[config.mk]
export PLATFORM = sky130hd
export DESIGN_NAME = rsc_status_monitor
export DESIGN_NICKNAME = d
export VERILOG_FILES = /design/src/rtl/rsc_pkg.sv /design/src/rtl/rsc_tick_div.sv /design/src/rtl/rsc_status_monitor.sv
export SDC_FILE = /design/constraint.sdc
export NUM_CORES = 1
export LEC_CHECK = 0
export BUFFER_PORTS_ARGS = -buffer_cell sky130_fd_sc_hd__buf_2
export CORE_ASPECT_RATIO = 0.9
export CORE_UTILIZATION = 52
export DETAILED_ROUTE_END_ITERATION = 6
export GPL_ROUTABILITY_DRIVEN = 1
export HOLD_SLACK_MARGIN = 0.15
export PLACE_DENSITY = 0.72
export REMOVE_ABC_BUFFERS = 1
export SKIP_LAST_GASP = 1
export SLEW_MARGIN = 20
export SYNTH_ARGS = -nofsm -noshare
export SYNTH_HDL_FRONTEND = slang
export SYNTH_SLANG_ARGS = --single-unit
[constraint.sdc]
create_clock -name core_clk -period 3 [get_ports core_clk]
set_clock_uncertainty 0.2 [all_clocks]
set_input_delay 0.45 -clock core_clk [delete_from_list [all_inputs] [get_ports core_clk]]
set_output_delay 0.45 -clock core_clk [all_outputs]
set_load 0.02 [all_outputs]
[src/rtl/rsc_pkg.sv]
package rsc_pkg;
    // Register indices (printed offsets are not all multiples of four)
    localparam logic [11:0] IDX_STATUS   = 12'h0fa2;
    localparam logic [11:0] IDX_CMP_LO   = 12'h0fa3;
    localparam logic [11:0] IDX_CMP_MID  = 12'h0fa4;
    localparam logic [11:0] IDX_CMP_HI   = 12'h0fa5;
    localparam logic [11:0] IDX_P1_LO    = 12'h0fa6;
    localparam logic [11:0] IDX_P1_MID   = 12'h0fa7;
    localparam logic [11:0] IDX_P1_HI    = 12'h0fa8;
    localparam logic [11:0] IDX_P2_LO    = 12'h0fa9;
    localparam logic [11:0] IDX_P2_MID   = 12'h0faa;
    localparam logic [11:0] IDX_P2_HI    = 12'h0fab;
    localparam logic [11:0] IDX_WEEKDAY  = 12'h0faf;
    localparam logic [11:0] IDX_LEAP     = 12'h0fb3;
    // Control registers of this slice, own offsets
    localparam logic [11:0] IDX_CTRL     = 12'h0fc0;
    localparam logic [11:0] IDX_EVENTS   = 12'h0fc1;

    // Control register fields
    localparam int CTL_CTR1_START   = 0;
    localparam int CTL_CTR1_MEASURE = 1;
    localparam int CTL_CTR2_START   = 2;
    localparam int CTL_CTR2_MEASURE = 3;
    localparam int CTL_HOLD         = 4;
    localparam int CTL_PRESCALE_CLR = 5;

    // Status byte fields
    localparam int ST_LOCK  = 0;
    localparam int ST_RUN1  = 1;
    localparam int ST_RUN2  = 2;
    localparam int ST_MEAS1 = 3;
    localparam int ST_MEAS2 = 4;

    localparam logic [7:0]  CMP_LO_RST   = 8'h00ff;
    localparam logic [7:0]  CMP_MID_RST  = 8'h00ff;
    localparam logic [3:0]  CMP_HI_RST   = 4'h000f;
    localparam logic [31:0] BUS_ZERO     = 32'h0000_0000;
    localparam int          CTR_W        = 20;
    localparam int          SYNC_STAGES  = 2;
    localparam int          SRC_DIV      = 4;   // Core cycles per source tick
    localparam int          LF_DIV       = 8;   // Core cycles per low-freq tick
endpackage : rsc_pkg

[src/rtl/rsc_tick_div.sv]
`timescale 1ns/10ps
// Divider making a one-cycle enable every DIV core cycles
module rsc_tick_div #(
    parameter int DIV = 4
) (
    input  wire logic core_clk,
    input  wire logic resetn,
    output logic      tick
);
    localparam int CW = $clog2(DIV+1);
    logic [CW-1:0] cnt_q;

    // Free-running count with a pulse on wrap
    always_ff @(posedge core_clk) begin
        if (!resetn) begin
            cnt_q <= '0;
            tick  <= 1'b0;
        end else if (cnt_q == CW'(DIV - 1)) begin
            cnt_q <= '0;
            tick  <= 1'b1;
        end else begin
            cnt_q <= cnt_q + 1'b1;
            tick  <= 1'b0;
        end
    end
endmodule : rsc_tick_div

[src/rtl/rsc_status_monitor.sv]
// Decided for this implementation: the APB slave port.
`timescale 1ns/10ps
// What this block does
// Status byte is read-only, low five bits reset zero, top three read zero.
// Mode flags report measurement mode of each counter.
// Counter-2 run flag follows counting in free-run mode.
// Counter-1 run flag follows counting in clock mode.
// In measurement mode run flag high until measurement completes.
// Lock flag high while calendar count-up is suspended.
// Counter-2 mode setting reaches its flag within four low-freq ticks.
// Counter-1 mode setting reaches its flag within four source ticks.
// Counter-2 start reaches its run flag within four low-freq ticks.
// Counter-1 start reaches its run flag within four source ticks.
// Hold request reaches lock flag within four source ticks.
// Software leaves controls alone until run and mode flags read zero.
// Three read-only bytes show counter 1, top nibble zero.
// Three read-only bytes show counter 2, top nibble zero.
// Compare value resets to ff, ff, 0f.
// Top compare byte reads zero in bits 7 to 4.
// Two-bit leap field read/write, resets zero.
// Both prescale counters are twenty-bit up counters.
// Counter 1 matching compare advances seconds by one.
// Leap field zero selects leap-year calendar.
// Software maps weekdays onto values 0 to 6.
// Source-domain flags pass a synchroniser before software reads them.
module rsc_status_monitor
    import rsc_pkg::*;
#(
    parameter int SRC_DIVIDE = SRC_DIV,
    parameter int LF_DIVIDE  = LF_DIV
) (
    input  wire logic        core_clk,
    input  wire logic        resetn,
    input  wire logic        psel,
    input  wire logic        penable,
    input  wire logic        pwrite,
    input  wire logic [15:0] paddr,
    input  wire logic [31:0] pwdata,
    input  wire logic        measure_ref,
    output logic [31:0]      prdata,
    output logic             pready,
    output logic             pslverr,
    output logic             second_tick,
    output logic             leap_calendar
);
    import rsc_pkg::*;

    localparam int ST_N = 5;

    logic        src_tick;
    logic        lf_tick;
    logic [5:0]  ctrl_q;
    logic [7:0]  cmp_lo_q;
    logic [7:0]  cmp_mid_q;
    logic [3:0]  cmp_hi_q;
    logic [1:0]  leap_q;
    logic [7:0]  weekday_q;
    logic [7:0]  events_q;
    logic [CTR_W-1:0] ctr1_q;
    logic [CTR_W-1:0] ctr2_q;
    // Source-domain flags: each a 3-stage shift of ticks, so at most 4 ticks
    logic [2:0]  run1_pipe_q;
    logic [2:0]  meas1_pipe_q;
    logic [2:0]  lock_pipe_q;
    logic [2:0]  run2_pipe_q;
    logic [2:0]  meas2_pipe_q;
    logic        done1_q;
    logic        done2_q;
    logic [ST_N-1:0] flag_raw;
    logic [ST_N-1:0] sync1_q;
    logic [ST_N-1:0] sync2_q;

    rsc_tick_div #(.DIV(SRC_DIVIDE)) u_src_div (
        .core_clk (core_clk),
        .resetn   (resetn),
        .tick     (src_tick)
    );

    rsc_tick_div #(.DIV(LF_DIVIDE)) u_lf_div (
        .core_clk (core_clk),
        .resetn   (resetn),
        .tick     (lf_tick)
    );

    // Address decode: word index is byte address over four
    function automatic logic hit(input logic [15:0] a, input logic [11:0] idx);
        return (a[1:0] == 2'b00) && (a[15:2] == {2'b00, idx});
    endfunction : hit

    wire logic setup    = psel && !penable;
    wire logic wr_en    = psel && penable && pwrite && pready;
    wire logic hit_ctrl = hit(paddr, IDX_CTRL);
    wire logic hit_cl   = hit(paddr, IDX_CMP_LO);
    wire logic hit_cm   = hit(paddr, IDX_CMP_MID);
    wire logic hit_ch   = hit(paddr, IDX_CMP_HI);
    wire logic hit_wk   = hit(paddr, IDX_WEEKDAY);
    wire logic hit_lp   = hit(paddr, IDX_LEAP);
    wire logic hit_ev   = hit(paddr, IDX_EVENTS);
    wire logic hit_ro   = hit(paddr, IDX_STATUS) || hit(paddr, IDX_P1_LO)
                       || hit(paddr, IDX_P1_MID) || hit(paddr, IDX_P1_HI)
                       || hit(paddr, IDX_P2_LO)  || hit(paddr, IDX_P2_MID)
                       || hit(paddr, IDX_P2_HI);
    wire logic mapped   = hit_ctrl || hit_cl || hit_cm || hit_ch || hit_wk
                       || hit_lp || hit_ev || hit_ro;

    // Status byte, upper three bits zero
    wire logic [7:0] status_byte = {3'b000, sync2_q};
    wire logic [CTR_W-1:0] cmp_val = {cmp_hi_q, cmp_mid_q, cmp_lo_q};
    wire logic match1 = ctr1_q == cmp_val;

    // Read mux
    wire logic [7:0] rd_byte =
        hit(paddr, IDX_STATUS) ? status_byte :
        hit_cl                 ? cmp_lo_q :
        hit_cm                 ? cmp_mid_q :
        hit_ch                 ? {4'h0, cmp_hi_q} :
        hit(paddr, IDX_P1_LO)  ? ctr1_q[7:0] :
        hit(paddr, IDX_P1_MID) ? ctr1_q[15:8] :
        hit(paddr, IDX_P1_HI)  ? {4'h0, ctr1_q[19:16]} :
        hit(paddr, IDX_P2_LO)  ? ctr2_q[7:0] :
        hit(paddr, IDX_P2_MID) ? ctr2_q[15:8] :
        hit(paddr, IDX_P2_HI)  ? {4'h0, ctr2_q[19:16]} :
        hit_wk                 ? weekday_q :
        hit_lp                 ? {6'b00_0000, leap_q} :
        hit_ctrl               ? {2'b00, ctrl_q} :
        hit_ev                 ? events_q : 8'h00;

    // APB answer: no wait state, pready rises in first access cycle
    always_ff @(posedge core_clk) begin
        if (!resetn) begin
            pready  <= 1'b0;
            prdata  <= BUS_ZERO;
            pslverr <= 1'b0;
        end else begin
            pready  <= setup;
            pslverr <= setup && !mapped;
            prdata  <= (setup && !pwrite) ? {24'h00_0000, rd_byte} : BUS_ZERO;
        end
    end

    // Writable registers
    always_ff @(posedge core_clk) begin
        if (!resetn) begin
            ctrl_q    <= '0;
            cmp_lo_q  <= CMP_LO_RST;
            cmp_mid_q <= CMP_MID_RST;
            cmp_hi_q  <= CMP_HI_RST;
            leap_q    <= 2'b00;
            weekday_q <= 8'h00;
        end else begin
            if (wr_en && hit_ctrl) ctrl_q <= pwdata[5:0];
            else ctrl_q[CTL_PRESCALE_CLR] <= 1'b0;                    // Self-clearing
            if (wr_en && hit_cl) cmp_lo_q <= pwdata[7:0];
            if (wr_en && hit_cm) cmp_mid_q <= pwdata[7:0];
            if (wr_en && hit_ch) cmp_hi_q <= pwdata[3:0];
            if (wr_en && hit_lp) leap_q <= pwdata[1:0];
            if (wr_en && hit_wk) weekday_q <= pwdata[7:0];
        end
    end

    // Control bits carried into the counter domains over three ticks
    always_ff @(posedge core_clk) begin
        if (!resetn) begin
            run1_pipe_q  <= '0;
            meas1_pipe_q <= '0;
            lock_pipe_q  <= '0;
            run2_pipe_q  <= '0;
            meas2_pipe_q <= '0;
        end else begin
            if (src_tick) begin
                run1_pipe_q  <= {run1_pipe_q[1:0], ctrl_q[CTL_CTR1_START]};
                meas1_pipe_q <= {meas1_pipe_q[1:0], ctrl_q[CTL_CTR1_MEASURE]};
                lock_pipe_q  <= {lock_pipe_q[1:0], ctrl_q[CTL_HOLD]};
            end
            if (lf_tick) begin
                run2_pipe_q  <= {run2_pipe_q[1:0], ctrl_q[CTL_CTR2_START]};
                meas2_pipe_q <= {meas2_pipe_q[1:0], ctrl_q[CTL_CTR2_MEASURE]};
            end
        end
    end

    wire logic run1  = run1_pipe_q[2];
    wire logic meas1 = meas1_pipe_q[2];
    wire logic run2  = run2_pipe_q[2];
    wire logic meas2 = meas2_pipe_q[2];
    wire logic clr_ok = !run1 && !run2 && ctrl_q[CTL_PRESCALE_CLR];

    // Twenty-bit prescale counters; measurement stops on reference pulse
    always_ff @(posedge core_clk) begin
        if (!resetn) begin
            ctr1_q  <= '0;
            ctr2_q  <= '0;
            done1_q <= 1'b0;
            done2_q <= 1'b0;
        end else begin
            if (clr_ok) begin
                ctr1_q <= '0;
                ctr2_q <= '0;
            end else begin
                if (src_tick && run1 && !(meas1 && done1_q))
                    ctr1_q <= (!meas1 && match1) ? '0 : ctr1_q + 1'b1;
                if (lf_tick && run2 && !(meas2 && done2_q))
                    ctr2_q <= ctr2_q + 1'b1;
            end
            if (!run1 || !meas1) done1_q <= 1'b0;
            else if (measure_ref) done1_q <= 1'b1;
            if (!run2 || !meas2) done2_q <= 1'b0;
            else if (measure_ref) done2_q <= 1'b1;
        end
    end

    // Raw flags, then two-flop synchroniser into the bus view
    assign flag_raw[ST_LOCK]  = lock_pipe_q[2];
    assign flag_raw[ST_RUN1]  = meas1 ? (run1 && !done1_q) : run1;
    assign flag_raw[ST_RUN2]  = meas2 ? (run2 && !done2_q) : run2;
    assign flag_raw[ST_MEAS1] = meas1;
    assign flag_raw[ST_MEAS2] = meas2;

    always_ff @(posedge core_clk) begin
        if (!resetn) begin
            sync1_q <= '0;
            sync2_q <= '0;
        end else begin
            sync1_q <= flag_raw;
            sync2_q <= sync1_q;
        end
    end

    // Seconds pulse on match, suppressed while locked; leap calendar flag
    always_ff @(posedge core_clk) begin
        if (!resetn) begin
            second_tick   <= 1'b0;
            leap_calendar <= 1'b0;
            events_q      <= 8'h00;
        end else begin
            second_tick   <= src_tick && run1 && !meas1 && match1
                             && !lock_pipe_q[2];
            leap_calendar <= (leap_q == 2'b00);
            if (second_tick) events_q <= events_q + 8'h01;
        end
    end

    // Lock flag follows hold request within four source ticks
    a_lock_follow: assert property (@(posedge core_clk) disable iff (!resetn)
        $rose(lock_pipe_q[0]) |-> ##[1:8] lock_pipe_q[2])
        else $error("lock flag did not follow hold");

    // Status read returns zero in the top three bits
    a_status_top: assert property (@(posedge core_clk) disable iff (!resetn)
        (setup && !pwrite && hit(paddr, IDX_STATUS)) |=> prdata[7:5] == 3'b000)
        else $error("status top bits set");

    // Status reflects raw flags two cycles later
    a_sync_delay: assert property (@(posedge core_clk) disable iff (!resetn)
        ##2 sync2_q == $past(flag_raw, 2))
        else $error("synchroniser delay wrong");

    // Run1 flag falls once the reference ends a measurement
    a_meas_done: assert property (@(posedge core_clk) disable iff (!resetn)
        (run1 && meas1 && measure_ref) |=> !meas1 || !flag_raw[ST_RUN1])
        else $error("run flag high after measurement");

    // Compare high read returns zero top nibble
    a_cmp_hi_read: assert property (@(posedge core_clk) disable iff (!resetn)
        (setup && !pwrite && hit_ch) |=> prdata[31:4] == 28'h000_0000)
        else $error("compare high nibble not zero");

    // Counter never exceeds twenty bits on snapshot read
    a_snap_hi: assert property (@(posedge core_clk) disable iff (!resetn)
        (setup && !pwrite && hit(paddr, IDX_P1_HI)) |=> prdata[7:4] == 4'h0)
        else $error("snapshot top nibble not zero");

    // Leap calendar tracks leap field
    a_leap_cal: assert property (@(posedge core_clk) disable iff (!resetn)
        $past(resetn) |-> leap_calendar == ($past(leap_q) == 2'b00))
        else $error("leap calendar wrong");

    // Second pulse only on match
    a_sec_match: assert property (@(posedge core_clk) disable iff (!resetn)
        second_tick |-> $past(match1) && $past(src_tick))
        else $error("second pulse without match");
endmodule : rsc_status_monitor

# Yosys cells after proc, flatten, opt, wreduce, memory -nomap -nowiden
# Index checks and enable logic that the tools add are counted.
# Widths: inputs -> output; s select.
dict set report word_totals {
  regBits 156
  input_bits 54
  output_inout_bits 36
  word_cells 150
}
dict set report classes {
  n_addsub 5
  eq_ne 17
  mux 19
  bitwise_logic 2
  reduce_logical 77
}
# cell count
set op_table {}
lappend op_table {{$eq 14x12->1 const B} 14}
lappend op_table {{$mux 8} 14}
lappend op_table {{$add 20x1->20 const B} 2}
lappend op_table {{$logic_and 1x1->1} 40}
lappend op_table {{$eq 20x20->1} 1}
lappend op_table {{$mux 20} 1}
lappend op_table {{$logic_or 1x1->1} 15}
lappend op_table {{$logic_not 1->1} 12}
lappend op_table {{$reduce_or 2->1} 5}
lappend op_table {{$add 8x1->8 const B} 1}
lappend op_table {{$add 4x1->4 const B} 1}
lappend op_table {{$eq 4x3->1 const B} 1}
lappend op_table {{$logic_not 2->1} 2}
lappend op_table {{$mux 1} 4}
lappend op_table {{$reduce_and 2->1} 2}
lappend op_table {{$add 3x1->3 const B} 1}
lappend op_table {{$eq 3x2->1 const B} 1}
lappend op_table {{$reduce_or 3->1} 1}
lappend op_table {{$not 1->1} 2}

# Longest topological paths before layout
dict set report logic_depth {
  depth_word 16
  mapped_depth 9
  mapped_depth_nobuf 6
}

# Hierarchy
# Synthesis repeated with hierarchy kept, for this count alone.
dict set report hier_totals {
  hier_cells 742
  hier_area_um2 6449.9
}
# module n_inst cells_per_inst area_each_um2 seq_area_each_um2
set by_module_without_submodules {}
lappend by_module_without_submodules {rsc_status_monitor 1 714 6122.1 2462.4}
lappend by_module_without_submodules {{rsc_tick_div (u_lf_div)} 1 17 187.7 100.1}
lappend by_module_without_submodules {{rsc_tick_div (u_src_div)} 1 11 140.1 80.1}

# Worst setup path before layout
# Ideal clock, no wire load.
dict set report synth_timing {
  kind {input port to flip-flop}
  startpoint {input port paddr[15]}
  endpoint {register prdata[0]}
  setup_time_ns 0.121
  arrival_ns 2.004
  t_required_ns 2.679
  setup_slack_ns 0.676
  path_stages 7
  path_buffers 1
  path_cell_list {or4_4 or3_1 buf_4 nor3_2 a2111oi_1 a221oi_2 nor3_2}
}
dict set report synth_between {
  elab_chain_cells 16
  word_cells_on_any_way 42
  classes_between {14 x eq/ne; 14 x mux; 14 x reduce/logical}
}
# element line_no
set synth_lines {}
lappend synth_lines {{from (decl)} rsc_status_monitor.sv:37} ;# input wire logic [15:0] paddr,
lappend synth_lines {{$eq 14x12->1} rsc_status_monitor.sv:87} ;# return (a[1:0] == 2'b00) && (a[15:2] == {2'b00, idx});
lappend synth_lines {{$logic_and 1x1->1} rsc_status_monitor.sv:87}
lappend synth_lines {{$mux 8} rsc_status_monitor.sv:126} ;# hit_ev ? events_q : 8'h00;
lappend synth_lines {{$mux 8} rsc_status_monitor.sv:125} ;# hit_ctrl ? {2'b00, ctrl_q} :
lappend synth_lines {{$mux 8} rsc_status_monitor.sv:124} ;# hit_lp ? {6'b00_0000, leap_q} :
lappend synth_lines {{$mux 8} rsc_status_monitor.sv:123} ;# hit_wk ? weekday_q :
lappend synth_lines {{$mux 8} rsc_status_monitor.sv:122} ;# hit(paddr, IDX_P2_HI) ? {4'h0, ctr2_q[19:16]} :
lappend synth_lines {{$mux 8} rsc_status_monitor.sv:121} ;# hit(paddr, IDX_P2_MID) ? ctr2_q[15:8] :
lappend synth_lines {{$mux 8} rsc_status_monitor.sv:120} ;# hit(paddr, IDX_P2_LO) ? ctr2_q[7:0] :
lappend synth_lines {{$mux 8} rsc_status_monitor.sv:119} ;# hit(paddr, IDX_P1_HI) ? {4'h0, ctr1_q[19:16]} :
lappend synth_lines {{$mux 8} rsc_status_monitor.sv:118} ;# hit(paddr, IDX_P1_MID) ? ctr1_q[15:8] :
lappend synth_lines {{$mux 8} rsc_status_monitor.sv:117} ;# hit(paddr, IDX_P1_LO) ? ctr1_q[7:0] :
lappend synth_lines {{$mux 8} rsc_status_monitor.sv:116} ;# hit_ch ? {4'h0, cmp_hi_q} :
lappend synth_lines {{$mux 8} rsc_status_monitor.sv:115} ;# hit_cm ? cmp_mid_q :
lappend synth_lines {{$mux 8} rsc_status_monitor.sv:114} ;# hit_cl ? cmp_lo_q :
lappend synth_lines {{$mux 8 (*)} rsc_status_monitor.sv:113} ;# hit(paddr, IDX_STATUS) ? status_byte :
lappend synth_lines {{to (signal assigned)} rsc_status_monitor.sv:137} ;# prdata <= (setup && !pwrite) ? {24'h00_0000, rd_byte} : BUS_ZERO;
lappend synth_lines {{to (decl)} rsc_status_monitor.sv:40} ;# output logic [31:0] prdata,
# Every way passes the cells marked *; elsewhere a longest branch is shown, timed or not.
# A chain may end at the register's enable or synchronous reset.

# Worst setup path after layout
dict set report layout_timing {
  startpoint {input port psel}
  endpoint {register pslverr}
}
dict set report layout_between {
  elab_chain_cells 2
}
# element line_no
set layout_lines {}
lappend layout_lines {{from (decl)} rsc_status_monitor.sv:34} ;# input wire logic psel,
lappend layout_lines {{$logic_and 1x1->1} rsc_status_monitor.sv:90} ;# wire logic setup = psel && !penable;
lappend layout_lines {{$logic_and 1x1->1} rsc_status_monitor.sv:136} ;# pslverr <= setup && !mapped;
lappend layout_lines {{to (signal assigned)} rsc_status_monitor.sv:136}
lappend layout_lines {{to (decl)} rsc_status_monitor.sv:42} ;# output logic pslverr,
# No other way between the ends.

==> results.tsv <==
metric	value	unit
outcome	completed	
cts-root-buf	clkbuf_16	
ys_ff_latch	132	
dr.pass1.iters	5	
die-area	0.0132	mm2
synthTopCellsByArea	dfxtp_1, mux2i_1, xor2_1	
postRouteAntennaNets	0	
hold_violations	0	
peakVddDrop	0.454	mV
fp.dieH	109	um
htree_levels	4	
via_count	5821	
post-place-ws	222	ps
antenna_found_initial	0	
avgSynthCellArea	8.70	um2
cellPowerDensity	517	mW/mm2
finalMaxSlewViolations	0	
finalSetupTns	0	ps
maxSlewHeadroom	56.5	%
grt_max_degree	40	
synth_cell_types	73	
clock_path_buffers	2	
wl_per_cell	19.0	um
grt_pass1_wl	29600	um
cp_data_required_time	3080	ps
io_pins	90	
clkPwrFrac	49.6	%
grt_pass1_vias	5416	
synth_warnings	0	
worstMarginPinSlew	647	ps
syn-cell-area	0.00662	mm2
maxCapViolations	0	
hpwl	13900	um
yosysTopAreaCellShare	39.9	%
startpoint_type	input port	
rsz0062_at_grt	no	
synth_top_area_cell	dfxtp_1	
p_seq_share	45.2	%
synthTopCellsByCount	dfxtp_1, nor2_1, nand2_1	
grt_use_total	30.0	%
switching_power	0.894	mW
cp_data_arrival_time	2700	ps
critPathKind	input port to flop	
cts.sinks	132	
min_path_type	input port to flop	
fmax	383	MHz
setup_viol	0	
period_needed	2610	ps
finalCritPeriodShare	87.1	%
internal-power	3.02	mW
drive_gt1_share	13.8	%
row_count	38	
worst_slack	386	ps
path_max_fanout	3	
synth_edf_count	0	
cts-buffers-inserted	17	
switching_share	22.8	%
diodes	0	
cp_slowest_cell	dlygate4sd3_1	
power	3.92	mW
wl	18700	um
endpoint_kind	flop	
postCtsSetupRepairBufs	0	
async_flop_share	0	%
fin_nets	873	
synth.most_common_cell	dfxtp_1	
routed_via_density	5.92	
drc	0	
ys.flop_type	dfxtp_1	
core	0.0122	mm2
leakage	2.90	nW
clk_latency	420	ps
max_stage_delay	570	ps
combPwrFrac	5.2	%
worst_path_most_repeated_cell	dlygate4sd3_1	
gp_congestion	0.973	
clkTransAtPathRegs	60	ps
initial_core_util	54.2	%
path_cells	dlygate4sd3_1, buf_2, nand3b_1, dlygate4sd3_1, inv_1, nand2_1, or4_1, a2111oi_0	
area_growth	14.4	%
grt.overflow.total	0	
io_buffers	41	
first_iter_violations	442	
yosysSeqAreaShare	39.9	%
synth_cells	761	
fp.dieW	121	um
cts_tree	built	
## metrics by stage
step	std cells	area, um2	util (%)	hold WS (ps)
2_1_floorplan	720	6330	-	199
3_3_place_gp	945	6930	56.7	209
3_5_place_dp	945	6930	56.7	217
4_1_cts	984	7570	62.0	152
5_1_grt	984	7570	62.0	183
6_report	984	7570	62.0	168
## cells by family after synthesis
family          count (synthesis)  synth area share, %
fa+ha+maj                       6                 1.13
flops                         132                 39.9
other cells                     1               0.0566
compound gates                 95                 9.73
simple gates                  345                 28.1
mux                            42                 6.43
xor+xnor                       62                 8.20
buf+inv                        78                 6.46
## routing by layer
layer | track usage (%) | part of all wire [%]
met3 | 5.28 | 8.1
met5 | 0 | 0
met1 | 40.4 | 44
met2 | 48.2 | 46
met4 | 10.6 | 2.1
## power groups by stage
stage          Sequential [mW]  Combinational, mW  Clock [mW]
5_1_grt                   1.77              0.222        2.05
3_3_place_gp              1.81              0.190           0
2_1_floorplan             1.81             0.0941           0
3_5_place_dp              1.81              0.192           0
4_1_cts                   1.77              0.201        1.98
6_report                  1.77              0.205        1.94
## state kept, by name (all words and copies together), names as in the netlist, 4 cells and up
signal	cells
ctr1_q	20
ctr2_q	20
cmp_lo_q	8
cmp_mid_q	8
events_q	8
prdata	8
weekday_q	8
ctrl_q	6
sync1_q	5
sync2_q	5
cmp_hi_q	4
u_lf_div.cnt_q	4
## placed cells by master (no fill, tap or decap), drive strengths merged, types with 20 or more instances in the layout
master | synthesis | final
clkbuf | 22 | 22
nor2 | 88 | 88
nand4 | 25 | 25
a21oi | 32 | 32
mux2i | 38 | 38
xor2 | 42 | 42
buf | 42 | 65
dfxtp | 132 | 132
nand2 | 85 | 85
conb | 1 | 24
xnor2 | 20 | 20
nand3 | 32 | 32
## worst max-delay path: cells and delay by family
kind            cells  cell delay, ps
simple gates        3             540
compound gates      1             420
buf+inv             4            1290
## what timing repair did
item,CTS,global route
gates resized for setup,0,0
hold endpoints to repair,15,0
hold buffers,9,0
## path summary, 6_finish.rpt
kind	from	end	slack [ps]	depth (start not counted)
worst max-delay path	psel	pslverr	390	8
worst min-delay path	pwdata[1]	weekday_q[1]	170	3
worst max register to register	cmp_hi_q[0]	ctr1_q[15]	520	7
worst min register to register	sync1_q[4]	sync2_q[4]	230	1
## final cells by class
class	count	area, um2
fill	1029	4650
tap	160	200
timing repair buffer	74	488
clock inverter	8	77.6
multi-input combinational	574	3640
sequential	132	2640
inverter	14	52.6
clock buffer	22	474
(Power assumes the default switching activity.)
